## src/irq_router_defs.vh

```
// Purpose : Constants for the board interrupt source router
// Assumes : 10 MHz clock on mclk_i
// Notes   : Definitions only
`ifndef IRQ_ROUTER_DEFS_VH
`define IRQ_ROUTER_DEFS_VH

// ==================================================
// Source count and destination encoding
`define SRC_COUNT        28
`define DEST_W           4
`define DEST_NONE        4'h0
`define DEST_LEVEL_BASE  4'h1
`define DEST_NMI         4'h9
`define LEVEL_COUNT      8

// ==================================================
// Source index map
`define SRC_BUS_BASE     0
`define SRC_PAR_INFULL   8
`define SRC_PAR_OUTEMPTY 9
`define SRC_PAR_GENERAL  10
`define SRC_SER_TXEMPTY  11
`define SRC_SER_RXFULL   12
`define SRC_TMR_BASE     13
`define SRC_EXP_BASE     15
`define SRC_FAILSAFE     19
`define SRC_POWER_FAIL   20
`define SRC_LINE_CLOCK   21
`define SRC_EXTERNAL     22
`define SRC_COPROC       23
`define SRC_PARITY       24
`define SRC_EDGE_LEVEL   25
`define SRC_OR_BASE      26

// ==================================================
// Timing
`define FAILSAFE_US      6000
`define CLK_MHZ          10
`define FAILSAFE_CYCLES  (`FAILSAFE_US * `CLK_MHZ)
`define FS_CNT_W         16

`endif

```

## src/irq_source_router.v

```verilog
// What this block does
// - Any of 28 sources routes to any destination
// - Power-fail request qualified by mains-low warning
// - RAM protect low blocks all RAM access
// - Fail-safe timer requests after 6 msec silence
// - Eight system-bus request lines accepted
// - Parallel port gives three request sources
// - Serial port gives two request sources
// - Timer 0 and 1 outputs are sources
// - Two expansion connectors give four requests
// - Power-fail is one request line
// - 120 Hz line clock is a source
// - Coprocessor error is one source
// - Parity error is one source
// - One edge-to-level converter, routable
// - Two OR-gate outputs merge chosen sources
// - NMI direct; eight levels to controller
//
// Purpose : Strap matrix gathering board interrupt sources
// Assumes : All source pins asynchronous; straps static after reset
// Notes   : Route and OR-merge straps are plain input buses
`timescale 1ns/10ps
`include "irq_router_defs.vh"

module irq_source_router #(
  parameter FAILSAFE_CYCLES = `FAILSAFE_CYCLES
) (
  input  wire                           mclk_i,
  input  wire                           reset_n_i,
  input  wire [7:0]                     bus_request_i,
  input  wire                           par_input_full_i,
  input  wire                           par_output_empty_i,
  input  wire                           socket_general_request_i,
  input  wire                           ser_tx_empty_i,
  input  wire                           ser_rx_full_i,
  input  wire [1:0]                     timer_out_i,
  input  wire [3:0]                     expansion_request_i,
  input  wire                           bus_command_i,
  input  wire                           bus_acknowledge_i,
  input  wire                           power_fail_i,
  input  wire                           mains_low_warning_i,
  input  wire                           line_clock_i,
  input  wire                           auxiliary_backplane_request_i,
  input  wire                           coproc_error_i,
  input  wire                           parity_error_i,
  input  wire                           edge_request_i,
  input  wire                           edge_clear_i,
  input  wire [`SRC_COUNT*`DEST_W-1:0]  route_strap_i,
  input  wire [`SRC_OR_BASE-1:0]        or0_select_i,
  input  wire [`SRC_OR_BASE-1:0]        or1_select_i,
  input  wire                           ram_protect_n_i,
  input  wire                           ram_access_req_i,
  output wire                           ram_access_grant_o,
  output reg  [`LEVEL_COUNT-1:0]        controller_request_o,
  output reg                            nmi_request_o
);

  // ==================================================
  // Input synchronisers
  localparam NIN = 28;
  wire [NIN-1:0] raw_in;
  reg  [NIN-1:0] sync1_r;
  reg  [NIN-1:0] sync2_r;

  // Protect pin left out on purpose: it acts unsynchronised below
  assign raw_in = {edge_request_i, parity_error_i, coproc_error_i,
                   auxiliary_backplane_request_i, line_clock_i, mains_low_warning_i,
                   power_fail_i, bus_acknowledge_i, bus_command_i, expansion_request_i,
                   timer_out_i, ser_rx_full_i, ser_tx_empty_i, socket_general_request_i,
                   par_output_empty_i, par_input_full_i, bus_request_i};

  always @(posedge mclk_i or negedge reset_n_i) begin
    if (!reset_n_i) begin
      sync1_r <= {NIN{1'b0}};
      sync2_r <= {NIN{1'b0}};
    end else begin
      sync1_r <= raw_in;
      sync2_r <= sync1_r;
    end
  end

  wire [7:0] s_bus     = sync2_r[7:0];
  wire       s_par_if  = sync2_r[8];
  wire       s_par_oe  = sync2_r[9];
  wire       s_par_gen = sync2_r[10];
  wire       s_ser_tx  = sync2_r[11];
  wire       s_ser_rx  = sync2_r[12];
  wire [1:0] s_tmr     = sync2_r[14:13];
  wire [3:0] s_exp     = sync2_r[18:15];
  wire       s_cmd     = sync2_r[19];
  wire       s_ack     = sync2_r[20];
  wire       s_pfail   = sync2_r[21];
  wire       s_mlow    = sync2_r[22];
  wire       s_line    = sync2_r[23];
  wire       s_ext     = sync2_r[24];
  wire       s_copro   = sync2_r[25];
  wire       s_parity  = sync2_r[26];
  wire       s_edge    = sync2_r[27];

  // ==================================================
  // RAM protect
  // Protect pin kept raw so a falling supply blocks at once, not two clocks late
  // Block RAM access
  assign ram_access_grant_o = ram_access_req_i & ram_protect_n_i;

  // ==================================================
  // Edge-to-level converter
  reg edge_prev_r;
  reg edge_level_r;
  always @(posedge mclk_i or negedge reset_n_i) begin
    if (!reset_n_i) begin
      edge_prev_r  <= 1'b0;
      edge_level_r <= 1'b0;
    end else begin
      edge_prev_r <= s_edge;
      if (s_edge & ~edge_prev_r)
        edge_level_r <= 1'b1;
      else if (edge_clear_i)
        edge_level_r <= 1'b0;
    end
  end

  // ==================================================
  // Bus fail-safe timer
  reg [`FS_CNT_W-1:0] fs_cnt_r;
  reg                 fs_run_r;
  reg                 fs_req_r;
  reg                 cmd_prev_r;
  wire                cmd_start = s_cmd & ~cmd_prev_r;

  always @(posedge mclk_i or negedge reset_n_i) begin
    if (!reset_n_i) begin
      fs_cnt_r   <= {`FS_CNT_W{1'b0}};
      fs_run_r   <= 1'b0;
      fs_req_r   <= 1'b0;
      cmd_prev_r <= 1'b0;
    end else begin
      cmd_prev_r <= s_cmd;
      if (cmd_start) begin
        fs_cnt_r <= {`FS_CNT_W{1'b0}};
        fs_run_r <= 1'b1;
        fs_req_r <= 1'b0;
      end else if (fs_run_r) begin
        if (s_ack)
          fs_run_r <= 1'b0;
        else if (fs_cnt_r == FAILSAFE_CYCLES[`FS_CNT_W-1:0] - 16'h0001) begin
          fs_run_r <= 1'b0;
          fs_req_r <= 1'b1;
        end else
          fs_cnt_r <= fs_cnt_r + 16'h0001;
      end
    end
  end

  // ==================================================
  // Source vector
  // Gather on-board sources
  wire [`SRC_OR_BASE-1:0] base_src;
  assign base_src = {edge_level_r, s_parity, s_copro, s_ext, s_line,
                     s_pfail & s_mlow, fs_req_r, s_exp, s_tmr,
                     s_ser_rx, s_ser_tx, s_par_gen, s_par_oe, s_par_if, s_bus};

  wire or0 = |(base_src & or0_select_i);
  wire or1 = |(base_src & or1_select_i);
  wire [`SRC_COUNT-1:0] src = {or1, or0, base_src};

  // ==================================================
  // Strap matrix
  function [`DEST_W-1:0] dest_of;
    input [`SRC_COUNT*`DEST_W-1:0] straps;
    input integer                  idx;
    begin
      dest_of = straps[idx*`DEST_W +: `DEST_W];
    end
  endfunction

  integer i;
  integer l;
  reg [`LEVEL_COUNT-1:0] lvl_nxt;
  reg                    nmi_nxt;
  always @* begin
    lvl_nxt = {`LEVEL_COUNT{1'b0}};
    nmi_nxt = 1'b0;
    for (i = 0; i < `SRC_COUNT; i = i + 1) begin
      if (dest_of(route_strap_i, i) == `DEST_NMI)
        nmi_nxt = nmi_nxt | src[i];
      for (l = 0; l < `LEVEL_COUNT; l = l + 1) begin
        if (dest_of(route_strap_i, i) == `DEST_LEVEL_BASE + l[3:0])
          lvl_nxt[l] = lvl_nxt[l] | src[i];
      end
    end
  end

  always @(posedge mclk_i or negedge reset_n_i) begin
    if (!reset_n_i) begin
      controller_request_o <= {`LEVEL_COUNT{1'b0}};
      nmi_request_o        <= 1'b0;
    end else begin
      controller_request_o <= lvl_nxt;
      nmi_request_o        <= nmi_nxt;
    end
  end

endmodule

```

## config.mk

```make
export PLATFORM = sky130hd
export DESIGN_NAME = irq_source_router
export DESIGN_NICKNAME = d
export VERILOG_FILES = /design/src/irq_source_router.v
export VERILOG_INCLUDE_DIRS = /design/src /design/src/src
export SDC_FILE = /design/constraint.sdc
export NUM_CORES = 1
export LEC_CHECK = 0
export ABC_AREA = 1
export BUFFER_PORTS_ARGS = -buffer_cell sky130_fd_sc_hd__buf_2
export CORE_ASPECT_RATIO = 1.75
export CORE_UTILIZATION = 48
export DETAILED_ROUTE_END_ITERATION = 8
export GPL_TIMING_DRIVEN = 0
export PLACE_DENSITY = 0.78
export SLEW_MARGIN = 0
export SYNTH_ARGS = -nofsm -noshare
export SYNTH_HDL_FRONTEND = slang
export SYNTH_SLANG_ARGS = --single-unit
```

## constraint.sdc

```tcl
create_clock -name mclk_i -period 1.55 [get_ports mclk_i]
set_input_delay 0.2325 -clock mclk_i [delete_from_list [all_inputs] [get_ports mclk_i]]
set_output_delay 0.2325 -clock mclk_i [all_outputs]
set_load 0.02 [all_outputs]
```

[After elaboration in Yosys (flattened, before gate mapping)]
Index checks and enable logic that the tools add are counted.
Storage, ports and cells
  register bits: 86
Operators by class
  add/sub/neg operators: 1
  eq/ne operators: 255
  muxes and demuxes: 266
  bitwise operators: 251
  reduce and logical (&&, ||, !) cells: 7
Operator list (number)
  equality test 4 x 3 -> 1 bit (second input constant): 112
  two-way mux 1 bit: 262
  OR 1 bit: 243
  equality test 4 x 2 -> 1 bit (second input constant): 56
  equality test 4 bit (second input constant): 56
  equality test 4 x 1 -> 1 bit (second input constant): 28
  two-way mux 16 bit: 4
  bitwise AND 26 bit: 2
  OR reduction 26 bit: 2
  adder 16 x 1 -> 16 bit (second input constant): 1
  equality test 16 bit (second input constant): 1
  AND reduction 3 bit: 2
  nonzero test 2 bit: 3
  bitwise AND 1 bit: 4
  != test 2 x 1 -> 1 bit (second input constant): 1
  != test 2 bit (second input constant): 1
  inverter 1 bit: 2

[Logic depth before layout (Yosys ltp)]
Gate-level depths: netlist (run 1).
  word-level depth: 56
  gate-level depth with buffers: 11

[Least setup slack after synthesis (run 1)]
OpenSTA, ideal clock, no wires.
  path type: register -> register
  start point: register fs_cnt_r[0]
  end point: register fs_cnt_r[10]
  setup time: 66 ps
  arrival: 1408 ps
  setup slack: 77 ps
  stages on the path, launching flop included: 10
  path buffers: 1
  period minus slack after synthesis: 1473 ps
  cells stage by stage: dfrtp_1 -> ha_1 -> nand2_1 -> nor2_2 -> nand2_1 -> nor2_4 -> nor2_2 -> buf_2 -> nand4_1 -> nand2_1
Between the ends
  word-level cells in the longest chain between the ends: 5
  elaborated cells on any way between the ends: 8
RTL lines
  start, declared: line irq_source_router.v:125  | reg [`FS_CNT_W-1:0] fs_cnt_r;
  start signal, assigned: line irq_source_router.v:133  | fs_cnt_r <= {`FS_CNT_W{1'b0}};
  start signal, assigned: line irq_source_router.v:140  | fs_cnt_r <= {`FS_CNT_W{1'b0}};
  start signal, assigned: line irq_source_router.v:150  | fs_cnt_r <= fs_cnt_r + 16'h0001;
  adder 16 x 1 -> 16 bit: line irq_source_router.v:150
  two-way mux 16 bit: line irq_source_router.v:146  | else if (fs_cnt_r == FAILSAFE_CYCLES[`FS_CNT_W-1:0] - 16'h0001) begin
  two-way mux 16 bit: line irq_source_router.v:144  | if (s_ack)
  two-way mux 16 bit: line irq_source_router.v:143  | end else if (fs_run_r) begin
  two-way mux 16 bit: line irq_source_router.v:139  | if (cmd_start) begin
Parallel ways exist; a longest one is shown, timed or not. The select of a mux whose other input is x is not followed.
A chain may end at the register's enable or synchronous reset.

[Worst setup path in the final report (run 1)]
  start point: register fs_cnt_r[0]
  end point: register fs_cnt_r[11]
The elaborated chain is that of the path after synthesis.

==> out/summary.log, run 1 <==
[sta] Max Transition Viols Final 0
[setup_path] crit path kind flop to flop
[hold_path] worst hold path class input pin to flop
[clocking] Root Driver clkbuf_16
[power_and_ir_drop] peak supply drop 0.000822 V
[hold_path] source of the worst hold timing path coproc_error_i
[power_and_ir_drop] share of power burned in registers 40.7%
[power_and_ir_drop] switching power total 2.06 mW
[cells_and_area] total of fill cells in the finished design 1339
[synthesis] syn_area_per_cell 5.63 um^2
[detailed_routing] Initial DRT Pass Iterations 6
[sta] minimum period implied by the final worst setup slack 1.63 ns
[sta] least setup slack across all paths after layout -0.0842 ns
[synthesis] number of synthesized flops with an enable pin 0
[setup_path] worst r2r dst fs_cnt_r[11]$_DFFE_PN0P_
[power_and_ir_drop] clock power share 33.9%
[synthesis] fraction of the yosys area taken by sequential cells 31.6%
[sta] crit share post-route 105%
[sta] slew margin rel. 64.8%
[global_routing] via count of the first global-routing pass 8393
[sta] maximum frequency from static timing analysis 0.612 GHz
[clocking] worst-skew pair later-pin latency 0.35 ns
[synthesis] most frequently used flop master after synthesis dfrtp_1
[clocking] maximum level of the CTS H-tree 3
[clocking] CTS clock-pin slew for the worst setup and hold paths 0.07 ns
[floorplan] chip width 92.1 um
[detailed_routing] Total Routed Length 28900 um
[floorplan] Core Rows 57
[placed_design] IO buf count 206
[clocking] TritonCTS clock tree yes
[sta] setup repair after global routing missed its margin true
[synthesis] Simple-Gate Fraction of Synth Area 54.2%
[clocking] # clock sinks 86
[detailed_routing] # DRC 0
[floorplan] top-level I/O count 207
[job] count of maximum capacitance violations 0
[cells_and_area] Area Overhead vs Synth 34.4%
[sta] Hold Worst Slack -0.00195 ns
[global_routing] initial antenna violation count 0
[synthesis] combined area of all synthesized cells 0.00681 mm^2
[outcome] run status finished, violations left
[floorplan] Die Area 0.0147 mm^2
[cells_and_area] # nets final 1665
[placed_design] cell total after placement 1593
[cells_and_area] layout cells sized above 1 23.7%
[hold_path] Hold Path Stages 1
[power_and_ir_drop] Int Power 4.10 mW
[cells_and_area] Util after Layout 66.2%
[cells_and_area] Antenna Cells 0
[setup_path] data arrival time of the critical path 1.91 ns
[synthesis] mux cell area share after synthesis 0%
[synthesis] complex-gate fraction of the synthesized area 2.76%
[detailed_routing] number of nets with antenna violations after detailed routing 0
[sta] Clock Skews 0.00563 ns
[setup_path] WP data required 1.83 ns
[hold_path] end of the worst hold path sync1_r[25]$_DFF_PN0_
[power_and_ir_drop] leakage power of the design 5.12 nW
[setup_path] register-to-register setup slack -0.08 ns
[outcome] violated checks negative hold slack, negative setup slack
[global_routing] wire length of the first global-routing pass 42500 um
[placed_design] placer's final routability congestion estimate 1.04
[placed_design] detailed placer's ending HPWL 22800 um
[power_and_ir_drop] part of the total power dissipated in combinational logic 25.5%
[synthesis] share of the synthesized netlist area taken by xor and xnor gates 0.643%
[setup_path] Critical Path End Type flop
[setup_path] R2R cell count 10
[floorplan] Starting Density 49.2%
[power_and_ir_drop] switching share of power 33.5%
[sta] total setup violations reported at the end of the flow 17
[synthesis] fraction of synthesis flops using an asynchronous set or reset pin 100%
[synthesis] Adder-Cell Fraction of Synth Area 0.184%
[setup_path] Max Fanout on Critical Path 5
[setup_path] reg-to-reg critical path startpoint fs_cnt_r[0]$_DFFE_PN0P_
[floorplan] Core Area 0.0138 mm^2
[global_routing] total congestion overflow after global routing 0
[sta] actual slew at the worst max-slew pin 0.528 ns
[synthesis] YS warnings 0
[sta] final hold violations 1
[clocking] maximum clock path buffer count 2
[synthesis] flip-flop and latch count after synthesis 86
[clocking] number of buffers created by CTS 9
[synthesis] main combinational cell family by area after synthesis simple AND/OR/NAND/NOR gates
[synthesis] Mapped Cells 1209
[floorplan] die height 160 um
[global_routing] largest net degree at the start of global routing 67
[setup_path] Worst setup SP type flop
[detailed_routing] routed wirelength normalized by instance count 17.5 um
[cells_and_area] post-route non-filler standard cell count 1649
[detailed_routing] iteration-0 DRC count of the detailed router 530
[power_and_ir_drop] Pwr Density 673 mW/mm^2
[detailed_routing] vias after detailed routing 8610
[synthesis] number of library cell types mapped by synthesis 27
[synthesis] nets in the synthesized netlist 1407
[detailed_routing] via/cell ratio 5.22
[global_routing] Total Routing Usage GR 39.1%
[state kept, by name, summed over array words and instances, names as in the netlist, 8 cells and up]
| register | count |
|---|---|
| fs_cnt_r | 16 |
| controller_request_o | 8 |
| sync1_r | 28 |
| sync2_r | 28 |
[worst max-delay path: stages (launching register included)]
cell and delay, ns:
dfrtp_1 0.43, ha_4 0.18, nand2_4 0.06, nor2_4 0.10, nand2_2 0.07, nor2_4 0.16, nor2_4 0.06, nor2_4 0.20
buf_6 0.19, nand2_2 0.06, nand2_1 0.05
[synth_stat cells (4+ instances only)]
| library cell | n | area [um^2] |
|---|---|---|
| nand4_1 | 34 | 213 |
| inv_1 | 169 | 634 |
| nand3b_1 | 8 | 60.1 |
| xor2_1 | 5 | 43.8 |
| o21ai_0 | 29 | 145 |
| dfrtp_1 | 86 | 2150 |
| clkbuf_1 | 12 | 45.0 |
| nand2_1 | 391 | 1470 |
| buf_2 | 4 | 20.0 |
| nand3_1 | 129 | 646 |
| nor3_1 | 20 | 100 |
| or2_2 | 5 | 31.3 |
| nor2_1 | 297 | 1110 |
[power groups by stage]
| stage | Clock (mW) | Combinational, mW | Sequential [mW] |
|---|---|---|---|
| 2_1_floorplan | 0 | 0.632 | 2.53 |
| 3_3_place_gp | 0 | 1.35 | 2.49 |
| 3_5_place_dp | 0 | 1.38 | 2.49 |
| 4_1_cts | 2.11 | 1.43 | 2.49 |
| 5_1_grt | 2.18 | 1.72 | 2.52 |
| 6_report | 2.09 | 1.57 | 2.51 |
[per-layer routing]
layer / global-route usage (%) / wire, um / vias up
li1: - / - / 4253
met1: 36.7 / 9520 / 3844
met2: 72.8 / 15100 / 389
met3: 6.16 / 1650 / 124
met4: 31.2 / 2590 / 0
met5: 0 / 0 / -
[cells in the final DEF (no fill, tap or decap), drive strengths merged, types with 2 or more instances in the layout]
master,instances
buf,235
clkbuf,10
clkinv,3
dfrtp,86
dlygate4sd3,26
inv,175
nand2,393
nand3,129
nand3b,8
nand4,34
nor2,301
nor3,20
nor4,2
o21ai,33
or2,5
xor2,5
[layout make-up]
type	count	area, um^2	share of cell area (%)
inverters	172	646	7.05
multi-input cells	936	4220	46.1
plain buffers	5	45.0	0.492
clock inverters	7	55.1	0.601
flip-flops and latches	86	2180	23.8
well taps	177	221	2.42
clock buffers	9	225	2.46
repair buffers	257	1570	17.1
[per-stage QoR]
step / setup slack [ns] / total power [mW] / cell area, um^2 / setup TNS, ns
after floorplan: 0.0765 / 3.16 / 6810 / 0
after global placement: -0.418 / 3.84 / 8060 / -39.06
after detailed placement: -0.274 / 3.87 / 8090 / -4.59
after CTS: -0.0366 / 6.03 / 8770 / -0.281
after global routing: -0.142 / 6.42 / 9160 / -2.22
final: -0.0842 / 6.16 / 9160 / -0.797
[how the worst max path moves through the flow]
| stage | from | endpoint | depth (start not counted) |
|---|---|---|---|
| floorplan | fs_cnt_r[0]$_DFFE_PN0P_ | fs_cnt_r[10]$_DFFE_PN0P_ | 9 |
| global placement | reset_n_i | controller_request_o[4]$_DFF_PN0_ | 1 |
| detailed placement | sync2_r[10]$_DFF_PN0_ | controller_request_o[4]$_DFF_PN0_ | 9 |
| CTS | fs_cnt_r[0]$_DFFE_PN0P_ | fs_cnt_r[2]$_DFFE_PN0P_ | 10 |
| global route | fs_cnt_r[0]$_DFFE_PN0P_ | fs_cnt_r[7]$_DFFE_PN0P_ | 10 |
| finish | fs_cnt_r[0]$_DFFE_PN0P_ | fs_cnt_r[11]$_DFFE_PN0P_ | 10 |
[cells by family after synthesis]
kind of cell	Yosys count
flip-flops	86
buffers and inverters	189
adder cells (fa/ha/maj)	1
AND/OR/NAND/NOR	892
AO/OA/AOI/OAI	36
XOR/XNOR	5
[what timing repair did]
action                     CTS  global route
hold endpoints to repair    43             2
gates resized for setup     43            72
setup buffers                7            16
cloned                       2             1
pin swaps                   17            33
hold buffers                24             2
setup endpoints to repair   25            25
No activity file was read; power rests on OpenSTA's default activity.
==> run 2, diff against run 1 <==
ABC_AREA = default   (was 1)
CORE_UTILIZATION = 46   (was 48)
==> run 2 against run 1 <==
The run still ends with negative hold slack, negative setup slack left; core utilization increased by 1.2 points; register-to-register slack got worse by 0.65 ns; non-clock buffer count decreased by 15; via count decreased by 14%; fmax decreased by 28%; critical path depth decreased by 4; sequential share of layout area increased by 2.9 points; critical endpoint unchanged.
==> out/summary.log, run 2 <==
[synthesis] cell accounting for the most synthesized area dfrtp_1
[clocking] worst-skew pair later-pin latency 0.34 ns [about the same]
[sta] minimum period implied by the final worst setup slack 2.28 ns [+0.649 ns]
[outcome] run status finished, violations left
[hold_path] worst hold path class input pin to flop
[clocking] maximum level of the CTS H-tree 3 [unchanged]
[floorplan] die height 150 um [-6.1%]
[setup_path] Critical Path End Type flop
[cells_and_area] total of fill cells in the finished design 1015 [-24%]
[floorplan] top-level I/O count 207 [unchanged]
[sta] final hold violations 3 [+2]
[placed_design] worst slack, placed -0.978 ns [-0.704 ns]
[placed_design] IO buf count 203 [-1.5%]
[clocking] CTS clock-pin slew for the worst setup and hold paths 0.07 ns [about the same]
[detailed_routing] routed wirelength normalized by instance count 28.4 um [+62%]
[sta] setup repair after global routing missed its margin true
[cells_and_area] Regs by FF count sync1_r: 28 flops, sync2_r: 28 flops, fs_cnt_r: 16 flops
[detailed_routing] via/cell ratio 6.78 [+30%]
[detailed_routing] number of nets with antenna violations after detailed routing 0 [unchanged]
[cells_and_area] Antenna Cells 0 [unchanged]
[floorplan] Core Rows 53 [-7.0%]
[power_and_ir_drop] peak supply drop 0.00126 V [+53%]
[cells_and_area] layout cells sized above 1 35.1% [+11 points]
[detailed_routing] Total Routed Length 31000 um [+7.3%]
[sta] total setup violations reported at the end of the flow 23 [+6]
[global_routing] Total Routing Usage GR 46.1% [+7.0 points]
[synthesis] top cell type's share of synthesized area 37.4% [+5.8 points]
[setup_path] data arrival time of the critical path 2.50 ns [+0.59 ns]
[sta] crit share post-route 147% [+42 points]
[synthesis] number of synthesized flops with an enable pin 0 [unchanged]
[synthesis] top post-synthesis cells by area dfrtp_1, nor2_1, nor4_1
[setup_path] crit path kind flop to flop
[global_routing] initial antenna violation count 0 [unchanged]
[synthesis] number of library cell types mapped by synthesis 59 [+120%]
[global_routing] wire length of the first global-routing pass 42200 um [-0.71%]
[synthesis] most numerous cell types in the synthesized netlist dfrtp_1, nor2_1, nand2_1
[setup_path] peak per-stage delay on the critical path 0.55 ns [+0.12 ns]
[sta] actual slew at the worst max-slew pin 1.08 ns [+0.556 ns]
[clocking] # clock sinks 86 [unchanged]
[detailed_routing] iteration-0 DRC count of the detailed router 781 [+47%]
[setup_path] ordered list of cells on the worst path or4b_4 -> nor4_4 -> nand2b_4 -> nor3b_4 -> xnor2_1 -> nor2_1
[synthesis] combined area of all synthesized cells 0.00575 mm^2 [-16%]
[sta] Hold Worst Slack -0.00265 ns [-0.000698 ns]
[global_routing] total congestion overflow after global routing 0 [unchanged]
[synthesis] fraction of synthesis flops using an asynchronous set or reset pin 100% [unchanged]
[clocking] TritonCTS clock tree yes
[setup_path] Crit-path slowest cell or4b_4
[sta] Clock Skews 0.00981 ns [+0.00418 ns]
[setup_path] buffer and inverter count on the worst path 0 [-1]
[cells_and_area] commonest cells after routing, fill and taps aside buf_2, dfrtp_1, nor2_1
[synthesis] fraction of the yosys area taken by sequential cells 37.4% [+5.8 points]
[setup_path] Setup crit start fs_cnt_r[5]$_DFFE_PN0P_
[setup_path] Worst setup SP type flop
[sta] least setup slack across all paths after layout -0.734 ns [-0.649 ns]
[sta] maximum frequency from static timing analysis 0.438 GHz [-28%]
[detailed_routing] vias after detailed routing 7416 [-14%]
[synthesis] YS warnings 0 [unchanged]
[hold_path] source of the worst hold timing path parity_error_i
[placed_design] placer's final routability congestion estimate 1.08 [+3.8%]
[synthesis] flip-flop and latch count after synthesis 86 [unchanged]
[clocking] maximum clock path buffer count 2 [unchanged]
[synthesis] most frequently used flop master after synthesis dfrtp_1
[floorplan] chip width 86.5 um [-6.0%]
[synthesis] cell with the most instances after synthesis dfrtp_1
[floorplan] Starting Density 47.7% [-1.6 points]
[setup_path] reg-to-reg critical path startpoint fs_cnt_r[5]$_DFFE_PN0P_
[cells_and_area] Util after Layout 67.3% [+1.2 points]
[global_routing] via count of the first global-routing pass 7033 [-16%]
[cells_and_area] Area Overhead vs Synth 41.3%
[sta] Max Transition Viols Final 0 [unchanged]
[clocking] Root Driver clkbuf_16
[synthesis] nets in the synthesized netlist 870 [-38%]
[synthesis] syn_area_per_cell 8.56 um^2 [+52%]
[cells_and_area] post-route non-filler standard cell count 1093 [-34%]
[outcome] violated checks negative hold slack, negative setup slack
[setup_path] WP data required 1.76 ns [-0.07 ns]
[cells_and_area] # nets final 1122 [-33%]
[power_and_ir_drop] leakage power of the design 3.38 nW [-34%]
[job] count of maximum capacitance violations 0 [unchanged]
[setup_path] Largest delay share family, worst path simple AND/OR/NAND/NOR gates
[placed_design] cell total after placement 1041 [-35%]
[detailed_routing] # DRC 0 [unchanged]
[setup_path] Max Fanout on Critical Path 7 [+2]
[detailed_routing] Initial DRT Pass Iterations 8 [+2]
[synthesis] Mapped Cells 672 [-44%]
[placed_design] detailed placer's ending HPWL 22500 um [-1.2%]
[cells_and_area] most frequent standard cell in the layout excluding fill and tap cells buf_2
[power_and_ir_drop] Pwr Density 774 mW/mm^2 [+15%]
[clocking] number of buffers created by CTS 9 [unchanged]
[global_routing] largest net degree at the start of global routing 70 [+4.5%]
[floorplan] Core Area 0.0121 mm^2 [-13%]
[floorplan] Die Area 0.0130 mm^2 [-12%]
[sta] slew margin rel. 26.7% [-38 points]
run 2: cell type report:
cell class	count	area, um^2	area share [%]
tap	165	206	2.54
clock buffer	9	225	2.77
buffer	5	20.0	0.246
sequential	86	2170	26.7
clock inverter	6	70.1	0.862
inverter	10	37.5	0.462
timing repair buffer	242	1400	17.3
multi-input combinational	570	3990	49.1
run 2: worst paths after layout:
| path | to | slack (ns) | depth (start not counted) |
|---|---|---|---|
| max | fs_cnt_r[11]$_DFFE_PN0P_ | -0.73 | 6 |
| min | sync1_r[26]$_DFF_PN0_ | -0.003 | 1 |
| max reg2reg | fs_cnt_r[11]$_DFFE_PN0P_ | -0.73 | 6 |
| min reg2reg | sync2_r[8]$_DFF_PN0_ | 0.35 | 0 |
| max in group asynchronous | sync2_r[2]$_DFF_PN0_ | 0.57 | 3 |
| min in group asynchronous | fs_cnt_r[4]$_DFFE_PN0P_ | 0.33 | 2 |
run 2: timing repair:
item	in CTS	in global routing
hold buffers	14	4
setup buffers	15	10
pin swaps	26	26
setup endpoints to repair	26	27
gates resized for setup	61	42
hold endpoints to repair	30	4
run 2: worst register-to-register path, cell delays in order, from the launching register on:
cell and delay [ns]:
dfrtp_1 0.41, or4b_4 0.55, nor4_4 0.44, nand2b_4 0.35, nor3b_4 0.09, xnor2_1 0.22, nor2_1 0.10
run 2: through the flow:
step	TNS, ns	total power [mW]	cell area [um^2]
finish	-12.05	6.29	8130
global route	-12.87	6.45	8130
CTS	-8.49	6.07	7860
detailed placement	-12.18	3.81	7030
global placement	-38.00	3.80	7000
floorplan	-2.50	3.04	5770
run 2: power by group:
group          internal [mW]  leakage [nW]  switching (mW)
clock                   1.25         0.135           0.967
sequential              2.38          1.02           0.153
combinational          0.614          2.22           0.918
total                   4.25          3.38            2.04
run 2: routing by layer:
layer	wire length (um)	track usage (%)	up-vias
met5	0	0	-
met4	3570	41.3	0
li1	-	-	3160
met1	9990	50.2	3493
met2	14700	75.3	576
met3	2810	8.60	187
run 2: logic make-up (layout without fill, tap and decap cells):
kind of cell               Yosys count  in the layout  synth area share, %
and+or+nand+nor                    460            460                 46.7
AOI/OAI and AO/OA                   95             95                 12.4
DFF                                 86             86                 37.4
buffers and inverters               16            272                 1.04
xor gates and xnor gates            14             14                 2.13
adders and majority gates            1              1                0.217
